### src/parf_pkg.sv
// Purpose: shared constants for the position/alarm readout framer
// Assumes: 250 MHz clk_sys, APB register access with 32-bit data
// Notes: frame is 56 bits, sent msb first on a serial line
package parf_pkg;
  localparam int unsigned FRAME_BITS = 56;
  localparam int unsigned PAYLOAD_BITS = 48;
  localparam int unsigned PAYLOAD_BYTES = 6;
  localparam logic [7:0] STATUS_DEF_MASK = 8'h1f;
  localparam logic [7:0] EMERGENCY_STOP_ALARM_CODE = 8'h68;
  localparam int unsigned CLK_HZ = 250000000;
  localparam int unsigned READ_MIN_MS = 500;
  localparam int unsigned READ_MAX_MS = 1000;
  // one bit period: frame spread over the minimum read time
  localparam int unsigned BIT_CYCLES_DEF =
    (CLK_HZ / 1000) * READ_MIN_MS / FRAME_BITS;
  localparam logic [7:0] ADDR_CTRL = 8'h00;
  localparam logic [7:0] ADDR_POS = 8'h04;
  localparam logic [7:0] ADDR_STAT = 8'h08;
  localparam logic [7:0] ADDR_ALARM = 8'h0c;
  localparam logic [7:0] ADDR_CSUM = 8'h10;
  localparam logic [7:0] ADDR_IRQ_STAT = 8'h14;
  localparam logic [7:0] ADDR_IRQ_MASK = 8'h18;
  localparam int unsigned CTRL_START_BIT = 0;
  localparam int unsigned CTRL_BUSY_BIT = 1;
  localparam int unsigned IRQ_DONE_BIT = 0;
  localparam int unsigned IRQ_ESTOP_BIT = 1;
  localparam int unsigned IRQ_BITS = 2;
  typedef enum logic [1:0] {PARF_IDLE, PARF_LOAD, PARF_SHIFT} parf_state_t;
endpackage : parf_pkg

### src/parf_csum.sv
// Purpose: checksum of the 48-bit payload
// Assumes: payload ordered position, status, alarm
// Notes: registered output, one cycle of latency
`timescale 1ns/10ps
module parf_csum
  import parf_pkg::*;
(
  input wire logic clk_sys,
  input wire logic reset_n,
  input wire logic [PAYLOAD_BITS-1:0] payload,
  output logic [7:0] csum
);
  logic [7:0] next_csum;
  always_comb begin
    next_csum = 8'h00;
    for (int i = 0; i < PAYLOAD_BYTES; i++) begin
      next_csum = next_csum + payload[i*8 +: 8];
    end
  end
  always_ff @(posedge clk_sys) begin
    if (!reset_n) begin
      csum <= 8'h00;
    end else begin
      csum <= next_csum;
    end
  end
endmodule : parf_csum

### src/parf_shift.sv
// Purpose: msb-first shifter for the 56-bit frame
// Assumes: load and tick pulses come from the framer control
// Notes: data held stable between ticks
`timescale 1ns/10ps
module parf_shift
  import parf_pkg::*;
(
  input wire logic clk_sys,
  input wire logic reset_n,
  input wire logic load,
  input wire logic tick,
  input wire logic [FRAME_BITS-1:0] frame,
  output logic sdata
);
  logic [FRAME_BITS-1:0] sreg;
  logic [FRAME_BITS-1:0] next_sreg;
  always_comb begin
    next_sreg = sreg;
    if (load) begin
      next_sreg = frame;
    end else if (tick) begin
      next_sreg = {sreg[FRAME_BITS-2:0], 1'b0};
    end
  end
  always_ff @(posedge clk_sys) begin
    if (!reset_n) begin
      sreg <= '0;
    end else begin
      sreg <= next_sreg;
    end
  end
  assign sdata = sreg[FRAME_BITS-1];
endmodule : parf_shift

### src/parf_top.sv
// Purpose: build and serialise the position/status/alarm readout frame
// Assumes: inputs from same-clock logic; APB master keeps protocol
// Notes: pslverr never set; unmapped reads return zero
`timescale 1ns/10ps
module parf_top
  import parf_pkg::*;
#(
  parameter int unsigned BIT_CYCLES = BIT_CYCLES_DEF
)
(
  input wire logic clk_sys,
  input wire logic reset_n,
  input wire logic psel,
  input wire logic penable,
  input wire logic pwrite,
  input wire logic [7:0] paddr,
  input wire logic [31:0] pwdata,
  output logic [31:0] prdata,
  output logic pready,
  output logic pslverr,
  input wire logic [31:0] position,
  input wire logic subsys_overflow,
  input wire logic backup_overspeed,
  input wire logic position_lost,
  input wire logic absolute_position_backup_low,
  input wire logic battery_missing,
  input wire logic [7:0] alarm_code,
  input wire logic estop_active,
  output logic frame_data,
  output logic frame_valid,
  output logic irq
);
  parf_state_t state, next_state;
  logic [31:0] bit_cnt, next_bit_cnt;
  logic [5:0] bits_left, next_bits_left;
  logic [31:0] pos_snap, next_pos_snap;
  logic [7:0] stat_snap, next_stat_snap;
  logic [7:0] alarm_snap, next_alarm_snap;
  logic [IRQ_BITS-1:0] irq_stat, next_irq_stat;
  logic [IRQ_BITS-1:0] irq_mask, next_irq_mask;
  logic [31:0] next_prdata;
  logic next_pready, next_frame_valid, next_frame_data, next_irq;
  logic [7:0] csum;
  logic [7:0] status_now;
  logic [7:0] alarm_now;
  logic sdata;
  logic shift_load, shift_tick, wr_acc, rd_acc, start_req, done_ev;
  logic estop_q, estop_rise;
  logic next_pslverr;
  logic [31:0] valid_run, next_valid_run;

  assign status_now = {3'b000, battery_missing, absolute_position_backup_low,
                       position_lost, backup_overspeed, subsys_overflow}
                      & STATUS_DEF_MASK;
  assign alarm_now = estop_active ? EMERGENCY_STOP_ALARM_CODE : alarm_code;

  assign wr_acc = psel && penable && pwrite && pready;
  assign rd_acc = psel && penable && !pwrite && pready;
  assign start_req = wr_acc && paddr == ADDR_CTRL && pwdata[CTRL_START_BIT];
  assign shift_load = state == PARF_LOAD;
  assign shift_tick = state == PARF_SHIFT && bit_cnt == BIT_CYCLES - 1;
  assign done_ev = shift_tick && bits_left == 6'd1;
  assign estop_rise = estop_active && !estop_q;

  parf_csum u_csum (
    .clk_sys(clk_sys),
    .reset_n(reset_n),
    .payload({next_pos_snap, next_stat_snap, next_alarm_snap}),
    .csum(csum)
  );

  parf_shift u_shift (
    .clk_sys(clk_sys),
    .reset_n(reset_n),
    .load(shift_load),
    .tick(shift_tick),
    .frame({pos_snap, stat_snap, alarm_snap, csum}),
    .sdata(sdata)
  );

  always_comb begin
    next_state = state;
    next_bit_cnt = bit_cnt;
    next_bits_left = bits_left;
    next_pos_snap = pos_snap;
    next_stat_snap = stat_snap;
    next_alarm_snap = alarm_snap;
    case (state)
      PARF_IDLE: begin
        if (start_req) begin
          next_pos_snap = position;
          next_stat_snap = status_now;
          next_alarm_snap = alarm_now;
          next_state = PARF_LOAD;
        end
      end
      // snapshot and checksum stand now; the shifter takes them here
      PARF_LOAD: begin
        next_bit_cnt = '0;
        next_bits_left = 6'(FRAME_BITS);
        next_state = PARF_SHIFT;
      end
      PARF_SHIFT: begin
        if (bit_cnt == BIT_CYCLES - 1) begin
          next_bit_cnt = '0;
          next_bits_left = bits_left - 6'd1;
          if (bits_left == 6'd1) begin
            next_state = PARF_IDLE;
          end
        end else begin
          next_bit_cnt = bit_cnt + 32'd1;
        end
      end
      default: next_state = PARF_IDLE;
    endcase
  end

  // the checksum is fed from the next snapshot, so it lands with it
  always_comb begin
    next_irq_stat = irq_stat;
    next_irq_mask = irq_mask;
    next_prdata = 32'h0000_0000;
    next_pready = psel && !penable;
    next_pslverr = 1'b0;
    if (wr_acc && paddr == ADDR_IRQ_STAT) begin
      next_irq_stat = irq_stat & ~pwdata[IRQ_BITS-1:0];
    end
    if (wr_acc && paddr == ADDR_IRQ_MASK) begin
      next_irq_mask = pwdata[IRQ_BITS-1:0];
    end
    // set wins over a simultaneous clear
    if (done_ev) begin
      next_irq_stat[IRQ_DONE_BIT] = 1'b1;
    end
    if (estop_rise) begin
      next_irq_stat[IRQ_ESTOP_BIT] = 1'b1;
    end
    if (psel && !penable && !pwrite) begin
      case (paddr)
        ADDR_CTRL: next_prdata[CTRL_BUSY_BIT] = state != PARF_IDLE;
        ADDR_POS: next_prdata = pos_snap;
        ADDR_STAT: next_prdata = {24'h000000, stat_snap};
        ADDR_ALARM: next_prdata = {24'h000000, alarm_snap};
        ADDR_CSUM: next_prdata = {24'h000000, csum};
        ADDR_IRQ_STAT: next_prdata[IRQ_BITS-1:0] = irq_stat;
        ADDR_IRQ_MASK: next_prdata[IRQ_BITS-1:0] = irq_mask;
        default: next_prdata = 32'h0000_0000;
      endcase
    end else if (!(psel && penable)) begin
      next_prdata = 32'h0000_0000;
    end else begin
      next_prdata = prdata;
    end
    next_irq = |(next_irq_stat & next_irq_mask);
    // the last bit stands its full period, like every other bit
    next_frame_valid = state == PARF_SHIFT;
    next_frame_data = state == PARF_SHIFT ? sdata : 1'b0;
  end

  always_ff @(posedge clk_sys) begin
    if (!reset_n) begin
      state <= PARF_IDLE;
      bit_cnt <= '0;
      bits_left <= '0;
      pos_snap <= '0;
      stat_snap <= 8'h00;
      alarm_snap <= 8'h00;
      irq_stat <= '0;
      irq_mask <= '0;
      prdata <= 32'h0000_0000;
      pready <= 1'b0;
      pslverr <= 1'b0;
      valid_run <= '0;
      frame_valid <= 1'b0;
      frame_data <= 1'b0;
      irq <= 1'b0;
      estop_q <= 1'b0;
    end else begin
      state <= next_state;
      bit_cnt <= next_bit_cnt;
      bits_left <= next_bits_left;
      pos_snap <= next_pos_snap;
      stat_snap <= next_stat_snap;
      alarm_snap <= next_alarm_snap;
      irq_stat <= next_irq_stat;
      irq_mask <= next_irq_mask;
      prdata <= next_prdata;
      pready <= next_pready;
      pslverr <= next_pslverr;
      valid_run <= next_valid_run;
      frame_valid <= next_frame_valid;
      frame_data <= next_frame_data;
      irq <= next_irq;
      estop_q <= estop_active;
    end
  end
  // helper for the frame length check: counts cycles of frame_valid
  always_comb begin
    next_valid_run = '0;
    if (frame_valid) begin
      next_valid_run = valid_run + 32'd1;
    end
  end
endmodule : parf_top

### config.mk
export PLATFORM = sky130hd
export DESIGN_NAME = parf_top
export DESIGN_NICKNAME = d
export VERILOG_FILES = /design/src/parf_pkg.sv /design/src/parf_csum.sv /design/src/parf_shift.sv /design/src/parf_top.sv
export SDC_FILE = /design/constraint.sdc
export NUM_CORES = 1
export LEC_CHECK = 0
export CAP_MARGIN = 20
export CORE_AREA = 2 2 170 130
export CTS_CLUSTER_SIZE = 12
export DETAILED_ROUTE_END_ITERATION = 10
export DIE_AREA = 0 0 172 132
export DONT_BUFFER_PORTS = 1
export SLEW_MARGIN = 20
export SYNTH_ARGS = -nofsm -noshare
export SYNTH_HDL_FRONTEND = slang
export SYNTH_SLANG_ARGS = --single-unit
### constraint.sdc
create_clock -name clk_sys -period 9.6 [get_ports clk_sys]
set_input_delay 1.44 -clock clk_sys [delete_from_list [all_inputs] [get_ports clk_sys]]
set_output_delay 1.44 -clock clk_sys [all_outputs]
set_load 0.02 [all_outputs]
==> summary.md <==
| Metric | Value |
|---|---|
| Largest net degree at the start of global routing | 107 |
| Final Cell Area | 9890 um^2 |
| RSZ-0062 raised after global routing | false |
| Status | complete, no violations |
| Switching part of the total | 21.5% |
| Pwr dens | 162 nW/um^2 |
| Nets | 1102 |
| Mapped Area | 9110 um^2 |
| CP Capture Type | flip-flop |
| CTS max path bufs | 2 |
| DRC viols | 0 |
| Final core occ | 47.2% |
| Post-synth cell types | 54 |
| Post-synth EDFFs | 0 |
| CTS tree | done |
| Buf/Inv on CP | 2 |
| H-tree levels | 4 |
| Setup ws final | 3.17 ns |
| # hold bufs at CTS | 0 |
| CP startpoint kind | input port |
| Gr ovfl total | 0 |
| Via density | 5.35 |
| Hold WS | 0.483 ns |
| Synthesis warning total | 0 |
| Initial antenna violation count | 1 |
| Synthesized net count | 1142 |
| Initial DRC Count | 590 |
| Clk pwr share | 48.3% |
| Leakage power | 3.39 nW |
| Share of post-route cells with drive strength above 1 | 5.59% |
| Ys flop type | dfxtp_1 |
| Post-cts resize count | 0 |
| Routability cong. | 0.800 |
| Wire per inst | 18.0 um |
| Worst path cell trace | nor4_1, nor3b_1, and2_2, buf_4, mux2i_1, fa_1, fa_1, fa_1, inv_1, ha_1, a21o_1, a21oi_1, o21bai_1, a21oi_1, nor2_1, mux2_2 |
| VDD IR max | 0.101 mV |
| # port buffers | 0 |
| Chip Height | 132 um |
| Gate Count Post-Synth | 1011 |
| Multiplexer area fraction after synthesis | 9.80% |
| Avg Cell Area, Syn | 9.01 um^2 |
| CP Max Fanout | 24 |
| Post-synth top area share | 42.4% |
| Fin cells | 1273 |
| Kind of critical path | input port to flip-flop |
| Top cell family by delay on the critical path | adder cells |
| Max-cap violation count | 0 |
| Die Area | 22700 um^2 |
| Async set-or-reset flop fraction in the synthesized netlist | 0% |
| Gate power share | 1.6% |
| Final hold vios | 0 |
| P_sw | 0.343 mW |
| Period minus WS final | 6.43 ns |
| Slew Viols, Final | 0 |
| Routed wire length | 23.0 mm |
| Max stage delay cell, worst path | and2_2 |
| Worst-path clk slew | 0.07 ns |
| Post-synthesis sequential area ratio | 42.4% |
| Chip width | 172 um |
| Hpwl dp | 16.1 mm |
| Most used cell, CP | fa_1 |
| Post-CTS setup buffer count | 0 |
| Fmax | 0.155 GHz |
| Max Clock Skew | 0.0117 ns |
| Power Internal | 1.25 mW |
| Vias | 6807 |
| Largest area contributor in the netlist | dfxtp_1 |
| Largest family of logic cells by synthesized area | simple AND/OR/NAND/NOR gates |
| Worst slack at placement | 2.73 ns |
| Worst slew pin tran | 1.07 ns |
| Area post-placement | 9250 um^2 |
| #FFs+latches synth | 193 |
| Synthesized-area fraction occupied by xor and xnor cells | 4.33% |
| Overall Power | 1.60 mW |
| CTS Buf Count | 17 |
| Crit path DAT | 6.75 ns |
| Clk_lat worst skew | 0.44 ns |
| Adder-cell share of the synthesized area | 7.72% |
| Final period utilization | 67.0% |
| FP Rows | 46 |
| Setup TNS | 0 ns |
| Total track usage | 21.0% |
| Simple-Gate Fraction of Synth Area | 18.7% |
| Slew HR | 28.6% |
| Initial Utilization | 43.5% |
| Hold Path Class | flip-flop to flip-flop |
| 1st-pass router iterations | 5 |
| Inst Count DP | 1240 |
| Area growth syn-to-layout | 8.49% |
| Io pins | 128 |
| Area contributors post-synth | dfxtp_1, mux2i_1, nor2_1, fa_1, a211oi_1 |
| Vias in the first global route | 6398 |
| Worst EP required | 9.92 ns |
| Final setup violation count | 0 |
| CTS Sinks | 193 |
| Core Box Area | 21000 um^2 |
| Synth Area in Compound Gates | 11.9% |
| First-pass GRT wire length | 36.8 mm |
| Max incr delay on CP | 0.59 ns |
| Clk root buf | clkbuf_16 |
| Post-route antenna net violation count | 0 |
| Flop pwr share | 50.2% |
[cell usage in the layout (no fill, tap or decap), types with 27 or more instances in the layout]
master | netlist | final
dfxtp_1 | 193 | 193
xnor2_1 | 32 | 32
inv_1 | 46 | 46
a211oi_1 | 53 | 53
fa_1 | 27 | 27
nand2_1 | 103 | 103
mux2i_1 | 78 | 78
a21oi_1 | 43 | 43
a22oi_1 | 31 | 31
nor2_1 | 166 | 166
[power groups by stage]
stage | logic [mW] | clock network, mW | registers [mW]
4_1_cts | 0.0251 | 0.787 | 0.801
2_1_floorplan | 0.0240 | 0 | 0.820
3_3_place_gp | 0.0251 | 0 | 0.820
6_report | 0.0248 | 0.772 | 0.801
3_5_place_dp | 0.0250 | 0 | 0.820
5_1_grt | 0.0270 | 0.820 | 0.801
[worst paths after layout]
check / startpoint / slack (ns) / endpoint / depth (start not counted)
worst max register to register: pready$_SDFF_PN0_ / 4.15 / u_csum.csum[7]$_SDFF_PN0_ / 16
worst min-delay path: bits_left[5]$_SDFFE_PN0P_ / 0.48 / bits_left[5]$_SDFFE_PN0P_ / 1
worst min register to register: bits_left[5]$_SDFFE_PN0P_ / 0.48 / bits_left[5]$_SDFFE_PN0P_ / 1
worst max-delay path: paddr[5] / 3.17 / u_csum.csum[7]$_SDFF_PN0_ / 16
[sequential cells by signal, summed over array words and instances (netlist names)]
name / flops
u_shift.sreg: 56
bit_cnt: 32
pos_snap: 32
prdata: 32
alarm_snap: 8
stat_snap: 8
u_csum.csum: 8
bits_left: 6
irq_mask: 2
irq_stat: 2
state: 2
estop_q: 1
frame_data: 1
frame_valid: 1
irq: 1
pready: 1
[cell type report]
type                       count  area, um^2
clock buffer                  18         439
timing repair buffer           6        45.0
sequential                   193        3860
fill                        2055       11100
clock inverter                14         199
antenna                        1        2.50
tap                          288         360
inverter                      47         179
multi-input combinational    706        4800
[synth_stat cells (2+ instances only)]
library cell,instances
dfxtp_1,193
nor2_1,166
nand2_1,103
mux2i_1,78
a211oi_1,53
inv_1,46
clkbuf_1,45
a21oi_1,43
xnor2_1,32
a22oi_1,31
fa_1,27
nor3_1,17
and2_1,13
ha_1,13
nand3_1,13
xor2_1,13
buf_4,11
and3_1,9
nand3b_1,9
mux2_2,8
nand4_1,8
nor3b_1,6
o21ai_0,6
a2bb2oi_1,5
buf_2,5
nor4_1,5
and4_1,4
buf_1,4
nand2b_1,4
nor2b_1,4
o211ai_1,4
or3_1,4
a21o_1,3
nor4b_1,3
o211a_1,3
a31oi_1,2
[layer usage]
layer  global-route usage [%]  vias up  part of all wire (%)
li1                         -     3362                     -
met1                     32.9     3261                    51
met2                     28.6      174                    41
met3                     5.55       10                   6.8
met4                     4.48        0                  0.66
met5                        0        -                     0
[kinds of logic after synthesis]
group	count (synthesis)
compound gates	158
xor+xnor	45
fa+ha+maj	40
buf+inv	112
flops	193
mux	87
other cells	1
simple gates	375
(Power assumes the default switching activity.)
